--- config.mk ---
export PLATFORM = sky130hd
export DESIGN_NAME = ptpsta_top
export DESIGN_NICKNAME = d
export VERILOG_FILES = /design/src/ptpsta_pkg.sv /design/src/ptpsta_keeper.sv /design/src/ptpsta_top.sv
export SDC_FILE = /design/constraint.sdc
export NUM_CORES = 1
export LEC_CHECK = 0
export ABC_AREA = 1
export BUFFER_PORTS_ARGS = -buffer_cell sky130_fd_sc_hd__buf_2
export CELL_PAD_IN_SITES_DETAIL_PLACEMENT = 0
export CELL_PAD_IN_SITES_GLOBAL_PLACEMENT = 1
export CORE_ASPECT_RATIO = 1.25
export CORE_MARGIN = 1
export CORE_UTILIZATION = 45
export DETAILED_ROUTE_END_ITERATION = 8
export GPL_TIMING_DRIVEN = 0
export PLACE_DENSITY_LB_ADDON = 0.15
export SLEW_MARGIN = 30
export SYNTH_ARGS = -nofsm -noshare
export SYNTH_HDL_FRONTEND = slang
export SYNTH_SLANG_ARGS = --single-unit
--- constraint.sdc ---
create_clock -name core_clk -period 13.3 [get_ports core_clk]
set_input_delay 1.995 -clock core_clk [delete_from_list [all_inputs] [get_ports core_clk]]
set_output_delay 1.995 -clock core_clk [all_outputs]
set_load 0.02 [all_outputs]
--- src/ptpsta_pkg.sv ---
//------------------------------------------------------------
// Shared constants and carriers of the system time access block
//------------------------------------------------------------
package ptpsta_pkg;

  // Register bus geometry.
  localparam int ADDR_W = 12;
  localparam int DATA_W = 32;

  // Register byte offsets.
  localparam logic [11:0] OFF_CTRL = 12'h700;
  localparam logic [11:0] OFF_INCR = 12'h704;
  localparam logic [11:0] OFF_SEC = 12'h708;
  localparam logic [11:0] OFF_SUB = 12'h70c;
  localparam logic [11:0] OFF_ADJ_SEC = 12'h710;
  localparam logic [11:0] OFF_ADJ_SUB = 12'h714;

  // Field positions.
  localparam int CTRL_LOAD_BIT = 2;
  localparam int CTRL_STEP_BIT = 3;
  localparam int CTRL_DEC_BIT = 9;
  localparam int ADJ_DIR_BIT = 31;

  // Reset values.
  localparam logic [31:0] RST_WORD = 32'h0000_0000;
  localparam logic [7:0] RST_INCR = 8'h00;

  // Sub-second rollover limits.
  localparam logic [30:0] DEC_MAX = 31'h3b9a_c9ff;
  localparam logic [30:0] BIN_MAX = 31'h07ff_ffff;

  // Bus responses.
  localparam logic [1:0] RESP_OKAY = 2'h0;
  localparam logic [1:0] RESP_SLVERR = 2'h2;

  // Time value: whole seconds and fraction of a second.
  typedef struct packed {
    logic [31:0] whole_seconds;
    logic [30:0] fraction_seconds;
  } ptpsta_time_type;

  // Adjustment value with its direction.
  typedef struct packed {
    logic adjust_direction;
    logic [31:0] whole_seconds;
    logic [30:0] fraction_seconds;
  } ptpsta_adjust_type;

endpackage : ptpsta_pkg

--- src/ptpsta_keeper.sv ---
//------------------------------------------------------------
// Running system time with load and step
//------------------------------------------------------------
module ptpsta_keeper (
  // Clock and reset.
  input wire logic core_clk,
  input wire logic rst,
  // Control.
  input wire logic [7:0] incr,
  input wire logic decimal_rollover_select,
  input wire logic time_load_request,
  input wire logic time_step_request,
  input wire ptpsta_pkg::ptpsta_adjust_type adjust,
  // Results.
  output logic [31:0] now_seconds,
  output logic [30:0] now_fraction,
  output logic load_done,
  output logic step_done
);

  typedef struct packed {
    ptpsta_pkg::ptpsta_time_type now;
    logic load_done;
    logic step_done;
  } ptpsta_keep_type;

  ptpsta_keep_type s_q;
  ptpsta_keep_type s_d;

  // Adds to the fraction and wraps at the selected rollover value.
  // rollover wrap
  function automatic logic [31:0] wrap_add(input logic [30:0] frac, input logic [30:0] add,
                                           input logic dec);
    logic [31:0] lim;
    logic [31:0] sum;
    lim = dec ? {1'b0, ptpsta_pkg::DEC_MAX} : {1'b0, ptpsta_pkg::BIN_MAX};
    sum = {1'b0, frac} + {1'b0, add};
    if (sum > lim)
    begin
      sum = sum - lim - 32'h1;
      wrap_add = {1'b1, sum[30:0]};
    end
    else
    begin
      wrap_add = sum;
    end
  endfunction : wrap_add

  // Next time: load beats step, step beats the normal tick.
  always_comb
  begin
    logic [31:0] r;
    logic [31:0] lim;
    r = 32'h0;
    lim = decimal_rollover_select ? {1'b0, ptpsta_pkg::DEC_MAX} : {1'b0, ptpsta_pkg::BIN_MAX};
    s_d = s_q;
    s_d.load_done = 1'b0;
    s_d.step_done = 1'b0;
    if (time_load_request && !s_q.load_done)
    begin
      s_d.now.whole_seconds = adjust.whole_seconds;
      s_d.now.fraction_seconds = adjust.fraction_seconds;
      s_d.load_done = 1'b1;
    end
    else if (time_step_request && !s_q.step_done)
    begin
      if (!adjust.adjust_direction)
      begin
        r = wrap_add(s_q.now.fraction_seconds, adjust.fraction_seconds, decimal_rollover_select);
        s_d.now.fraction_seconds = r[30:0];
        s_d.now.whole_seconds = s_q.now.whole_seconds + adjust.whole_seconds + 32'(r[31]);
      end
      else if (s_q.now.fraction_seconds >= adjust.fraction_seconds)
      begin
        s_d.now.fraction_seconds = s_q.now.fraction_seconds - adjust.fraction_seconds;
        s_d.now.whole_seconds = s_q.now.whole_seconds - adjust.whole_seconds;
      end
      else
      begin
        r = {1'b0, s_q.now.fraction_seconds} + lim + 32'h1 - {1'b0, adjust.fraction_seconds};
        s_d.now.fraction_seconds = r[30:0];
        s_d.now.whole_seconds = s_q.now.whole_seconds - adjust.whole_seconds - 32'h1;
      end
      s_d.step_done = 1'b1;
    end
    else
    begin
      r = wrap_add(s_q.now.fraction_seconds, {23'h0, incr}, decimal_rollover_select);
      s_d.now.fraction_seconds = r[30:0];
      s_d.now.whole_seconds = s_q.now.whole_seconds + 32'(r[31]);
    end
  end

  // State register.
  always_ff @(posedge core_clk or posedge rst)
  begin
    if (rst)
    begin
      s_q <= '0;
    end
    else
    begin
      s_q <= s_d;
    end
  end

  // Results leave straight from the state register.
  assign now_seconds = s_q.now.whole_seconds;
  assign now_fraction = s_q.now.fraction_seconds;
  assign load_done = s_q.load_done;
  assign step_done = s_q.step_done;

endmodule : ptpsta_keeper

--- src/ptpsta_top.sv ---
// How it works
// - Seconds and sub-seconds of running time are readable and refresh continuously.
// - Readable time passes a sampling stage, so reads lag true time slightly.
// - Seconds readout is 32 bits, read-only, zero after reset.
// - Sub-seconds readout uses bits 30:0; bit 31 reads zero.
// - Decimal mode: fraction wraps after 0x3B9A_C9FF and seconds advance.
// - Load replaces seconds with adjustment seconds; step applies them as offset.
// - Adjustment bit 31 set subtracts, clear adds.
// - Binary mode: fraction wraps after 0x7FF_FFFF.
// - Load request overwrites time, then its bit clears itself.
// - Step request adds or subtracts, then its bit clears itself.
//
// Added by the designer: register access over AXI4-Lite.
module ptpsta_top (
  // Clock and reset.
  input wire logic core_clk,
  input wire logic rst,
  // Write address channel.
  input wire logic [11:0] s_axi_awaddr,
  input wire logic s_axi_awvalid,
  output logic s_axi_awready,
  // Write data channel.
  input wire logic [31:0] s_axi_wdata,
  input wire logic [3:0] s_axi_wstrb,
  input wire logic s_axi_wvalid,
  output logic s_axi_wready,
  // Write response channel.
  output logic [1:0] s_axi_bresp,
  output logic s_axi_bvalid,
  input wire logic s_axi_bready,
  // Read address channel.
  input wire logic [11:0] s_axi_araddr,
  input wire logic s_axi_arvalid,
  output logic s_axi_arready,
  // Read data channel.
  output logic [31:0] s_axi_rdata,
  output logic [1:0] s_axi_rresp,
  output logic s_axi_rvalid,
  input wire logic s_axi_rready
);

  typedef enum logic [1:0] {
    BUS_IDLE = 2'b00,
    BUS_WRESP = 2'b01,
    BUS_RDATA = 2'b11
  } ptpsta_bus_type;

  typedef struct packed {
    ptpsta_bus_type bus;
    logic aw_got;
    logic w_got;
    logic [11:0] awaddr;
    logic [31:0] wdata;
    logic [3:0] wstrb;
    logic awready;
    logic wready;
    logic arready;
    logic bvalid;
    logic [1:0] bresp;
    logic rvalid;
    logic [31:0] rdata;
    logic [1:0] rresp;
    logic time_load_bit;
    logic time_step_bit;
    logic decimal_rollover_select;
    logic [7:0] incr;
    ptpsta_pkg::ptpsta_adjust_type adj;
    ptpsta_pkg::ptpsta_time_type snap;
  } ptpsta_state_type;

  ptpsta_state_type s_q;
  ptpsta_state_type s_d;
  logic [31:0] tk_sec;
  logic [30:0] tk_frac;
  logic tk_load_done;
  logic tk_step_done;
  logic rd_fire;
  logic wr_commit;

  //------------------------------------------------------------
  // Helpers
  //------------------------------------------------------------

  // Merges write data into an old word under the byte enables.
  function automatic logic [31:0] merge(input logic [31:0] old, input logic [31:0] data,
                                        input logic [3:0] strb);
    merge = old;
    for (int i = 0; i < 4; i++)
    begin
      if (strb[i])
      begin
        merge[i*8 +: 8] = data[i*8 +: 8];
      end
    end
  endfunction : merge

  //------------------------------------------------------------
  // Time keeper
  //------------------------------------------------------------

  ptpsta_keeper u_keeper (
    .core_clk(core_clk),
    .rst(rst),
    .incr(s_q.incr),
    .decimal_rollover_select(s_q.decimal_rollover_select),
    .time_load_request(s_q.time_load_bit),
    .time_step_request(s_q.time_step_bit),
    .adjust(s_q.adj),
    .now_seconds(tk_sec),
    .now_fraction(tk_frac),
    .load_done(tk_load_done),
    .step_done(tk_step_done)
  );

  //------------------------------------------------------------
  // Register bus slave and control state
  //------------------------------------------------------------

  // A read handshake wins; a complete write waits for the idle state.
  assign rd_fire = (s_q.bus == BUS_IDLE) && s_axi_arvalid && s_q.arready;
  assign wr_commit = (s_q.bus == BUS_IDLE) && s_q.aw_got && s_q.w_got && !rd_fire;

  // Next state of bus channels, registers and time sample.
  always_comb
  begin
    logic [31:0] w;
    w = 32'h0;
    s_d = s_q;
    s_d.snap.whole_seconds = tk_sec;
    s_d.snap.fraction_seconds = tk_frac;
    if (tk_load_done)
    begin
      s_d.time_load_bit = 1'b0;
    end
    if (tk_step_done)
    begin
      s_d.time_step_bit = 1'b0;
    end
    if (s_axi_awvalid && s_q.awready)
    begin
      s_d.aw_got = 1'b1;
      s_d.awaddr = s_axi_awaddr;
    end
    if (s_axi_wvalid && s_q.wready)
    begin
      s_d.w_got = 1'b1;
      s_d.wdata = s_axi_wdata;
      s_d.wstrb = s_axi_wstrb;
    end
    case (s_q.bus)
      BUS_IDLE:
      begin
        s_d.awready = !s_d.aw_got;
        s_d.wready = !s_d.w_got;
        s_d.arready = 1'b1;
        if (rd_fire)
        begin
          s_d.rresp = ptpsta_pkg::RESP_OKAY;
          case (s_axi_araddr)
            ptpsta_pkg::OFF_CTRL: s_d.rdata = (32'(s_q.time_load_bit) << ptpsta_pkg::CTRL_LOAD_BIT)
                                   | (32'(s_q.time_step_bit) << ptpsta_pkg::CTRL_STEP_BIT)
                                   | (32'(s_q.decimal_rollover_select) << ptpsta_pkg::CTRL_DEC_BIT);
            ptpsta_pkg::OFF_INCR: s_d.rdata = {24'h0, s_q.incr};
            ptpsta_pkg::OFF_SEC: s_d.rdata = s_q.snap.whole_seconds;
            ptpsta_pkg::OFF_SUB: s_d.rdata = {1'b0, s_q.snap.fraction_seconds};
            ptpsta_pkg::OFF_ADJ_SEC: s_d.rdata = s_q.adj.whole_seconds;
            ptpsta_pkg::OFF_ADJ_SUB: s_d.rdata = {s_q.adj.adjust_direction,
                                                  s_q.adj.fraction_seconds};
            default:
            begin
              s_d.rdata = ptpsta_pkg::RST_WORD;
              s_d.rresp = ptpsta_pkg::RESP_SLVERR;
            end
          endcase
          s_d.rvalid = 1'b1;
          s_d.awready = 1'b0;
          s_d.wready = 1'b0;
          s_d.arready = 1'b0;
          s_d.bus = BUS_RDATA;
        end
        else if (wr_commit)
        begin
          s_d.bresp = ptpsta_pkg::RESP_OKAY;
          case (s_q.awaddr)
            ptpsta_pkg::OFF_CTRL:
            begin
              w = merge(ptpsta_pkg::RST_WORD, s_q.wdata, s_q.wstrb);
              // A set lands after the hardware clear, so it is never lost.
              s_d.time_load_bit = s_d.time_load_bit | w[ptpsta_pkg::CTRL_LOAD_BIT];
              s_d.time_step_bit = s_d.time_step_bit | w[ptpsta_pkg::CTRL_STEP_BIT];
              if (s_q.wstrb[ptpsta_pkg::CTRL_DEC_BIT/8])
              begin
                s_d.decimal_rollover_select = w[ptpsta_pkg::CTRL_DEC_BIT];
              end
            end
            ptpsta_pkg::OFF_INCR:
            begin
              w = merge({24'h0, s_q.incr}, s_q.wdata, s_q.wstrb);
              s_d.incr = w[7:0];
            end
            ptpsta_pkg::OFF_SEC, ptpsta_pkg::OFF_SUB:
            begin
              s_d.bresp = ptpsta_pkg::RESP_OKAY;
            end
            ptpsta_pkg::OFF_ADJ_SEC:
            begin
              s_d.adj.whole_seconds = merge(s_q.adj.whole_seconds, s_q.wdata, s_q.wstrb);
            end
            ptpsta_pkg::OFF_ADJ_SUB:
            begin
              w = merge({s_q.adj.adjust_direction, s_q.adj.fraction_seconds}, s_q.wdata,
                        s_q.wstrb);
              s_d.adj.adjust_direction = w[ptpsta_pkg::ADJ_DIR_BIT];
              s_d.adj.fraction_seconds = w[30:0];
            end
            default:
            begin
              s_d.bresp = ptpsta_pkg::RESP_SLVERR;
            end
          endcase
          s_d.aw_got = 1'b0;
          s_d.w_got = 1'b0;
          s_d.bvalid = 1'b1;
          s_d.awready = 1'b0;
          s_d.wready = 1'b0;
          s_d.arready = 1'b0;
          s_d.bus = BUS_WRESP;
        end
      end
      BUS_WRESP:
      begin
        if (s_axi_bready)
        begin
          s_d.bvalid = 1'b0;
          s_d.bus = BUS_IDLE;
        end
      end
      BUS_RDATA:
      begin
        if (s_axi_rready)
        begin
          s_d.rvalid = 1'b0;
          s_d.bus = BUS_IDLE;
        end
      end
      default:
      begin
        s_d.bus = BUS_IDLE;
      end
    endcase
  end

  // State register; everything resets to zero.
  always_ff @(posedge core_clk or posedge rst)
  begin
    if (rst)
    begin
      s_q <= '0;
    end
    else
    begin
      s_q <= s_d;
    end
  end

  // Bus outputs come straight from the state register.
  assign s_axi_awready = s_q.awready;
  assign s_axi_wready = s_q.wready;
  assign s_axi_arready = s_q.arready;
  assign s_axi_bvalid = s_q.bvalid;
  assign s_axi_bresp = s_q.bresp;
  assign s_axi_rvalid = s_q.rvalid;
  assign s_axi_rdata = s_q.rdata;
  assign s_axi_rresp = s_q.rresp;
endmodule : ptpsta_top

==> results_dict.tcl, run 1 <==
set metrics [dict create \
    clk_latency_worst_skew_pair_ns 0.56 \
    critical-path-slowest-cell "dfrtp_1" \
    hpwlAfterDp_microns 104000 \
    critical_setup_path_kind "flop to flop" \
    layout.core_utilization_pct 50.3 \
    postCtsHoldBufs 0 \
    pwr-share-seq_pct 16.0 \
    synth.yosys.seq_area_share_pct 25.9 \
    crit_path_start_kind "flop" \
    io_buffers 105 \
    ir_drop_v 0.000135 \
    final.setup_skew_ns 0.0277 \
    drc 0 \
    routed_wirelength_microns 129000 \
    rsz0062_at_grt "no" \
    hold_ws_ns 0.417 \
    synthCells 4264 \
    route.antenna.remaining_nets 0 \
    drt-wirelength-per-cell_microns 24.5 \
    tightestPinTransition_ns 1.12 \
    power.share.switching_pct 60.1 \
    synthArstFlopShare_pct 100 \
    finalHoldViolations 0 \
    avgSynthCellArea_sq_um 6.65 \
    num-fill-cells 6624 \
    power.static_leakage_nw 16.3 \
    floorplan.rows 102 \
    clk_transition_reported_paths_ns 0.06 \
    hold_path_class "flop to flop" \
    vias_in_the_first_global_route 29182 \
    ys_types 74 \
    clock_share_of_power_pct 11.8 \
    synthDominantAreaCellType "dfrtp_1" \
    area_of_the_core_sq_um 62200 \
    finalSetupViolCount 0 \
    drive_above_1_share_pct 9.69 \
    post_cts_resize_count 0 \
    dp_slack_ns 5.78 \
    critical_path.most_common_cell "nand2_1" \
    critical-path-max-stage-delay_ns 0.57 \
    die_h_microns 283 \
    postCtsSetupRepairBufs 0 \
    dpl-instance-area_sq_um 30100 \
    grt.total_usage_pct 40.3 \
    grt_start_max_net_pins 94 \
    floorplan.initialDensity_pct 45.6 \
    multiInputGateArea_sq_um 18000 \
    period_minus_slack_ns 7.71 \
    achievable-frequency_mhz 130 \
    design.die.area_sq_um 64000 \
    clkSinkCount 294 \
    syn2layout_area_growth_pct 10.2 \
    synth.top_cells.by_area "dfrtp_1, nand2_1, ha_1" \
    internal_power_mw 3.41 \
    syn-cell-area_sq_um 28400 \
    synth-edff-count 0 \
    drt_pass1_iterations 8 \
    max-slew-margin-rel_pct 25.3 \
    final-instance-count-excl-fill 5268 \
    worstPathMaxFanout 10 \
    io_pins 108 \
    worstPathRequired_ns 13.77 \
    place.detailed.instances 5208 \
    nNetsFinal 4731 \
    maxCapViolCount 0 \
    grt-ovfl-total 0 \
    seqCellArea_sq_um 7360 \
    grt_pass1_wl_microns 186000 \
    final_min_period_over_clock_period_pct 58.0 \
    cts_htree_levels 2 \
    arrival_ns 8.18 \
    synth_top_cell_area_share_pct 25.9 \
    detail_route.vias_per_cell 5.68 \
    first_iter_violations 2826 \
    cts_max_path_buffers 3 \
    cts_root_buf "clkbuf_16" \
    synth-seq-cells 294 \
    status "complete, no violations" \
    ys_dominant_reg_cell "dfrtp_1" \
    slew_viol_final 0 \
    die_w_microns 227 \
    antenna_found_initial 4 \
    power_density_nw_per_um2 274 \
    postLayoutCellArea_sq_um 31300 \
    yosysWarningCount 0 \
    globalplace.congestion 1.03 \
    vias 29915 \
    share_comb_of_total_power_pct 72.2 \
    post-route-worst-setup-slack_ns 5.59 \
    tritoncts_clock_tree "done" \
    switching_power_mw 5.14 \
    critPathCaptureType "flop" \
    antennaDiodeCount 0 \
    tritoncts.num_buffers 34 \
]
## metrics by stage
step | setup TNS, ns | power (mW)
final | 0 | 8.55
after global routing | 0 | 9.11
after CTS | 0 | 8.32
after detailed placement | 0 | 7.29
after global placement | -137.48 | 7.28
after floorplan | 0 | 5.32
## metal layers
metal	part of all wire [%]	vias to the layer above	track usage (%)	routed length, microns
li1	-	14225	-	-
met1	39	14090	47.1	49900
met2	45	1224	66.1	58400
met3	6.7	376	5.85	8600
met4	9.3	0	32.0	12000
met5	0	-	0	0
## critical path, delay by kind of cell, from the launching register on
kind                     cells  cell delay, ns
XOR/XNOR                     1            0.23
adder cells (fa/ha/maj)      4            1.66
flip-flops                   1            0.57
buffers and inverters        5            0.56
AND/OR/NAND/NOR             26            3.44
AO/OA/AOI/OAI                6            1.14
## final timing paths
path | from | endpoint | slack, ns | cells past startpoint
max in group asynchronous | rst | s_axi_rdata[30] | 10.58 | 4
max | s_q[70] | u_keeper.now_seconds[24] | 5.59 | 42
min | u_keeper.now_seconds[0] | s_q[31] | 0.42 | 0
min in group asynchronous | rst | s_q[225] | 1.41 | 2
min reg2reg | u_keeper.now_seconds[0] | s_q[31] | 0.42 | 0
max reg2reg | s_q[70] | u_keeper.now_seconds[24] | 5.59 | 42
## flip-flops by register name (all words and copies together), names as in the netlist, 31 cells and up
register and count:
s_q 190, s_axi_rdata 32, u_keeper.now_seconds 32, u_keeper.now_fraction 31
## power by group through the flow
stage          clock network, mW  logic (mW)  registers (mW)
3_3_place_gp                   0        5.91            1.37
5_1_grt                     1.05        6.68            1.38
2_1_floorplan                  0        4.06            1.25
6_report                    1.01        6.17            1.37
3_5_place_dp                   0        5.92            1.37
4_1_cts                     1.01        5.95            1.36
## placed cells by master, fill, tap and decap left out, drive strengths merged, types with 5 or more instances in the layout
cell type  count
inv          556
clkinv        13
a22oi          8
o22ai         33
a21oi        264
nor2         374
a21boi         9
o211ai        31
a21o          23
xor2         116
clkbuf       121
nand3b         5
ha           224
nor3          61
o21a          12
nand3        370
o21bai        19
xnor2         23
o21ai        338
nand4         61
nor4          24
dfrtp        294
or2           13
o31ai         12
fa            28
buf          207
nand2       1135
a31oi         23
## cell families after synthesis
group           after synthesis  synth area share (%)
xor+xnor                    139                  4.37
compound gates              794                  15.7
other cells                   1                0.0132
flops                       294                  25.9
fa+ha+maj                   252                  11.9
simple gates               2052                  31.4
buf+inv                     732                  10.7
## cells in the mapped netlist (8+ instances only)
library cell,number
nor2_2,24
or2_2,10
a21oi_2,12
nor4_1,24
a21oi_1,252
inv_2,37
o211ai_1,31
o21a_1,12
inv_1,513
dfrtp_1,294
o21bai_1,19
o22ai_1,33
nor3_1,57
ha_1,224
nand3_1,354
xnor2_1,23
nand2_1,1104
clkbuf_1,76
a31oi_1,23
nand2_2,27
buf_4,48
o31ai_1,12
nand3_2,15
nor2_1,342
a22oi_1,8
a21o_1,23
xor2_1,113
fa_1,28
buf_2,35
a21boi_0,8
nand4_1,59
o21ai_1,23
o21ai_0,315
## area by class of cell
class / instances / share of cell area (%)
multi-input combinational: 3239 / 57.6
sequential: 294 / 23.5
inverter: 560 / 6.78
tap: 832 / 3.33
clock buffer: 45 / 3.08
buffer: 172 / 3.02
timing repair buffer: 111 / 2.04
clock inverter: 15 / 0.613
No activity file was read; power rests on OpenSTA's default activity.
==> run 2: changes to the inputs <==
- CORE_UTILIZATION: 45 -> 42
- clock period: 13.3 -> 6.28 ns (I/O delays scaled with it)
==> results_dict.tcl, run 2 (synthesis gave the netlist of run 1 again) <==
set metrics [dict create \
    grt-ovfl-total 0 \
    vias 30242 \
    rsz0062_at_grt "yes" \
    postLayoutCellArea_sq_um 33300 \
    syn2layout_area_growth_pct 17.4 \
    drc 0 \
    dp_slack_ns -1.26 \
    grt_start_max_net_pins 31 \
    routed_wirelength_microns 133000 \
    clkSinkCount 294 \
    layout.cells.most_common_list "nand2_1, inv_1, nand3_1" \
    io_buffers 105 \
    clk_transition_reported_paths_ns 0.06 \
    tritoncts.num_buffers 34 \
    post-route-worst-setup-slack_ns 0.268 \
    crit_path_start_kind "flop" \
    finalHoldViolations 0 \
    finalSetupViolCount 0 \
    floorplan.initialDensity_pct 42.4 \
    max-slew-margin-rel_pct 28.1 \
    tightestPinTransition_ns 1.08 \
    critical-path-slowest-cell "fa_2" \
    registers.top_by_ff_count "s_q" \
    final_min_period_over_clock_period_pct 95.7 \
    cts_htree_levels 2 \
    final.setup_skew_ns 0.0246 \
    nNetsFinal 4838 \
    arrival_ns 6.50 \
    drt_pass1_iterations 6 \
    die_w_microns 234 \
    num-fill-cells 7027 \
    antenna_found_initial 5 \
    drive_above_1_share_pct 16.5 \
    largest_reg_flops 190 \
    drt-wirelength-per-cell_microns 24.5 \
    critical_path.most_common_cell "nand2_2" \
    worstPathRequired_ns 6.77 \
    vias_in_the_first_global_route 29176 \
    period_minus_slack_ns 6.01 \
    first_iter_violations 2399 \
    area_of_the_core_sq_um 66800 \
    design.die.area_sq_um 68600 \
    power_density_nw_per_um2 554 \
    hold_path_class "primary input to asynchronous set/reset pin" \
    final_common_cell "nand2_1" \
    critical-path-max-stage-delay_ns 0.40 \
    hpwlAfterDp_microns 107000 \
    io_pins 108 \
    route.antenna.remaining_nets 0 \
    power.static_leakage_nw 17.0 \
    grt_pass1_wl_microns 189000 \
    dpl-instance-area_sq_um 30300 \
    cts_max_path_buffers 3 \
    slew_viol_final 0 \
    critical_setup_path_kind "flop to flop" \
    tritoncts_clock_tree "done" \
    maxCapViolCount 0 \
    ir_drop_v 0.000414 \
    detail_route.vias_per_cell 5.59 \
    cts_root_buf "clkbuf_16" \
    clk_latency_worst_skew_pair_ns 0.57 \
    grt.total_usage_pct 38.3 \
    critPathCaptureType "flop" \
    die_h_microns 293 \
    floorplan.rows 106 \
    achievable-frequency_mhz 166 \
    status "complete, no violations" \
    globalplace.congestion 1.00 \
    worstPathMaxFanout 10 \
]
==> run 2: cell types whose count changed in the layout (fill, tap and decap cells not counted), moves of 11 or more <==
cell and change:
nor2_1 -21, nand2_1 -33, dfrtp_2 +52, a21oi_1 -11, ha_1 -29, buf_4 +96, nor2_4 +16, inv_1 -27
nand2_2 +27, nand3_1 -11, dfrtp_1 -52, ha_4 +24, inv_2 +18
==> run 2: final cells by class <==
cell class / count / area (sq um) / share of cell area (%)
diodes: 3 / 7.51 / 0.0225
flip-flops and latches: 294 / 7420 / 22.3
clock inverters: 15 / 181 / 0.545
well taps: 864 / 1080 / 3.25
clock buffers: 45 / 953 / 2.86
repair buffers: 220 / 1580 / 4.73
multi-input cells: 3239 / 19000 / 56.9
inverters: 560 / 2150 / 6.46
plain buffers: 170 / 963 / 2.89
==> run 2: worst max-delay path, delay by kind of cell (launching register included) <==
family | cells | cell delay, ns
AOI/OAI and AO/OA | 9 | 1.37
xor gates and xnor gates | 1 | 0.12
adders and majority gates | 4 | 1.43
buffers and inverters | 5 | 0.50
DFF | 1 | 0.36
and+or+nand+nor | 21 | 2.09
==> run 2: through the flow <==
step           utilization [%]  TNS [ns]  hold slack [ns]  power, mW  std cells
2_1_floorplan                -         0            0.380       11.3       4265
3_3_place_gp              44.8   -168.09            0.416       15.5       5234
3_5_place_dp              45.4    -16.52            0.402       15.6       5249
4_1_cts                   48.2         0            0.412       17.9       5346
5_1_grt                   49.8    -0.299            0.440       19.7       5407
6_report                  49.8         0            0.411       18.4       5410
==> run 2: final timing paths <==
check	startpoint	slack, ns	endpoint	cells past startpoint
setup / recovery	s_q[82]	0.27	u_keeper.now_seconds[24]	40
hold / removal	rst	0.41	s_axi_rvalid	2
setup reg to reg	s_q[82]	0.27	u_keeper.now_seconds[24]	40
hold reg to reg	u_keeper.now_seconds[0]	0.43	s_q[31]	0
max in group asynchronous	rst	4.51	s_q[27]	7
min in group core_clk	u_keeper.now_seconds[0]	0.43	s_q[31]	0
==> run 2: layer usage <==
layer | vias up | GRT usage, % | part of all wire (%)
met2 | 1124 | 63.4 | 46
met3 | 336 | 4.53 | 6.1
met5 | - | 0 | 0.0090
li1 | 14448 | - | -
met1 | 14332 | 46.0 | 39
met4 | 2 | 26.2 | 8.4
==> run 2: power breakdown <==
group          internal (mW)  total, mW  switching [mW]
Combinational           3.94       13.6            9.65
Clock                   1.17       2.08           0.911
Sequential              2.34       2.77           0.430
Total                   7.45       18.4            11.0
==> run 2: repair_timing <==
action,in CTS,in global routing
hold buffers,0,0
pin swaps,15,58
endpoints found under the setup margin,26,22
setup buffers,38,62
gates resized for setup,144,156
==> run 3: changes to the inputs <==
- ABC_AREA: 1 -> unset
- CORE_UTILIZATION: 42 -> 25
==> results_dict.tcl, run 3 <==
set metrics [dict create \
    status "complete, but fails checks" \
    failing_checks "DRC, setup timing" \
    achievable-frequency_mhz 127 \
    avgSynthCellArea_sq_um 8.64 \
    clk_latency_worst_skew_pair_ns 0.55 \
    cts_htree_levels 2 \
    layout.core_utilization_pct 30.6 \
    finalSetupViolCount 28 \
    tritoncts_clock_tree "done" \
    slew_viol_final 0 \
    first_iter_violations 1476 \
    io_buffers 104 \
    design.die.area_sq_um 103000 \
    timing.reg2reg.worst_path_depth 42 \
    vias_in_the_first_global_route 23653 \
    die_w_microns 288 \
    grt_start_max_net_pins 29 \
    nNetsFinal 3504 \
    critical_setup_path_kind "flop to flop" \
    synth_compound_area_share_pct 20.8 \
    ys_types 98 \
    worstPathRequired_ns 6.74 \
    setup_tns_ns -27.76 \
    power_density_nw_per_um2 367 \
    power.share.switching_pct 48.8 \
    final_common_cell "dfrtp_1" \
    worst_r2r_startpoint "s_q[64]" \
    finalHoldViolations 0 \
    dp_slack_ns -3.91 \
    route.antenna.remaining_nets 0 \
    cts_max_path_buffers 3 \
    netlist_top_cells_count "dfrtp_1, nand2_1, nor2_1, ha_1, inv_1" \
    drt_pass1_iterations 7 \
    tightestPinTransition_ns 1.12 \
    pwr-share-seq_pct 22.8 \
    floorplan.initialDensity_pct 25.3 \
    critical-path-max-stage-delay_ns 0.43 \
    hpwlAfterDp_microns 90000 \
    detail_route.vias_per_cell 5.14 \
    syn-cell-area_sq_um 25500 \
    rsz0062_at_grt "yes" \
    hold_ws_ns 0.398 \
    grt.total_usage_pct 21.7 \
    synth_top_cell_area_share_pct 28.8 \
    synthDominantAreaCellType "dfrtp_1" \
    layout.cells.most_common_list "dfrtp_1, nand2_1, nor2_1" \
    registers.top_by_ff_count "s_q" \
    synth.yosys.seq_area_share_pct 28.8 \
    drc 8 \
    critPathLaunch "s_q[64]" \
    die_h_microns 359 \
    maxCapViolCount 0 \
    arrival_ns 8.32 \
    cts_root_buf "clkbuf_16" \
    largest_family_of_logic_cells_by_synthesized_area "compound AO/OA/AOI/OAI gates" \
    routed_wirelength_microns 114000 \
    whs_path_cells 0 \
    drive_above_1_share_pct 21.3 \
    clock_share_of_power_pct 18.4 \
    critPathCaptureType "flop" \
    synth-edff-count 0 \
    yosys.area_share.simple_pct 15.8 \
    yosysWarningCount 0 \
    synth_fa_ha_area_share_pct 13.2 \
    muxShareOfSynthArea_pct 6.87 \
    grt-ovfl-total 0 \
    final.setup_skew_ns 0.0195 \
    io_pins 108 \
    synth-seq-cells 294 \
    grt_pass1_wl_microns 164000 \
    vias 23278 \
    synth.top_cells.by_area "dfrtp_1, ha_1, xnor2_1" \
    synthCells 2953 \
    critical-path-slowest-cell "dfrtp_2" \
    timing.reg2reg.setup_slack_ns -1.58 \
    max-slew-margin-rel_pct 25.2 \
    ir_drop_v 0.000253 \
    final_min_period_over_clock_period_pct 125 \
    area_of_the_core_sq_um 101000 \
    antenna_found_initial 4 \
    tritoncts.num_buffers 34 \
    num-fill-cells 10660 \
    internal_power_mw 5.80 \
    worst_hold_startpoint "u_keeper.now_seconds[31]" \
    most_repeated_cell_in_the_gate_level_netlist_after_synthesis "dfrtp_1" \
    clk_transition_reported_paths_ns 0.06 \
    holdPathEnd "s_q[62]" \
    ys_dominant_reg_cell "dfrtp_1" \
    post_synth_xor_area_fraction_pct 8.27 \
    post-layout-total-power_mw 11.3 \
    critical_path.most_common_cell "o21bai_1" \
    post-route-worst-setup-slack_ns -1.58 \
    power.static_leakage_nw 13.5 \
    syn2layout_area_growth_pct 21.1 \
    period_minus_slack_ns 7.86 \
    worstPathMaxFanout 3 \
    synthArstFlopShare_pct 100 \
    crit_path_start_kind "flop" \
    share_comb_of_total_power_pct 58.9 \
    globalplace.congestion 0.937 \
    floorplan.rows 130 \
    rr_endpoint "u_keeper.now_seconds[26]" \
    drt-wirelength-per-cell_microns 25.2 \
    hold_path_class "flop to flop" \
    largest_reg_flops 190 \
    clkSinkCount 294 \
    postCtsHoldBufs 0 \
    switching_power_mw 5.53 \
]
==> run 3: routing by layer <==
metal,vias up,part of all wire (%),track usage (%)
met1,11532,44,28.2
met4,0,4.0,8.08
met2,580,49,37.6
met5,-,0,0
met3,151,3.0,1.05
li1,11015,-,-
==> run 3: timing repair <==
action | CTS | global route
buffers inserted | 71 | 18
gates resized for setup | 201 | 49
endpoints found under the setup margin | 56 | 39
pin swaps | 83 | 35
==> run 3: layout make-up <==
class	instances	area, sq um	share of cell area [%]
antenna	1	2.50	0.00810
buffer	159	837	2.71
clock buffer	45	996	3.22
clock inverter	16	136	0.441
inverter	204	778	2.52
multi-input combinational	2285	17500	56.6
sequential	294	7410	24.0
tap	1320	1650	5.35
timing repair buffer	207	1590	5.13
==> run 3: worst max path at each step <==
stage	endpoint	slack, ns
finish	u_keeper.now_seconds[26]	-1.58
CTS	u_keeper.now_seconds[26]	-1.86
floorplan	u_keeper.now_seconds[30]	-0.57
detailed placement	u_keeper.now_seconds[30]	-3.91
global route	u_keeper.now_seconds[30]	-1.85
global placement	u_keeper.now_seconds[30]	-3.90
==> run 3: power groups by stage <==
stage | combinational, mW | sequential, mW | clock [mW]
floorplan | 4.16 | 2.45 | 0
global placement | 6.36 | 2.62 | 0
finish | 6.67 | 2.58 | 2.08
detailed placement | 6.49 | 2.63 | 0
CTS | 6.70 | 2.58 | 2.14
global route | 7.22 | 2.63 | 2.21
==> run 3: kinds of logic (layout without fill, tap and decap cells) <==
family | Yosys count | in the layout
and+or+nand+nor | 828 | 828
buffers and inverters | 375 | 631
AOI/OAI and AO/OA | 800 | 800
DFF | 294 | 294
xor gates and xnor gates | 241 | 241
adders and majority gates | 252 | 252
other | 1 | 3
muxes | 162 | 162
==> run 3: through the flow <==
step	area, sq um	instances
2_1_floorplan	25700	2954
3_3_place_gp	27900	4378
3_5_place_dp	28200	4392
4_1_cts	30600	4515
5_1_grt	30900	4531
6_report	30900	4531
==> run 3: worst max-delay path: cells and delay by family, from the launching register on <==
| family | cells | cell delay, ns |
|---|---|---|
| xor gates and xnor gates | 2 | 0.29 |
| adders and majority gates | 4 | 1.04 |
| buffers and inverters | 5 | 0.69 |
| AOI/OAI and AO/OA | 21 | 3.51 |
| muxes | 1 | 0.08 |
| and+or+nand+nor | 9 | 1.68 |
| DFF | 1 | 0.43 |
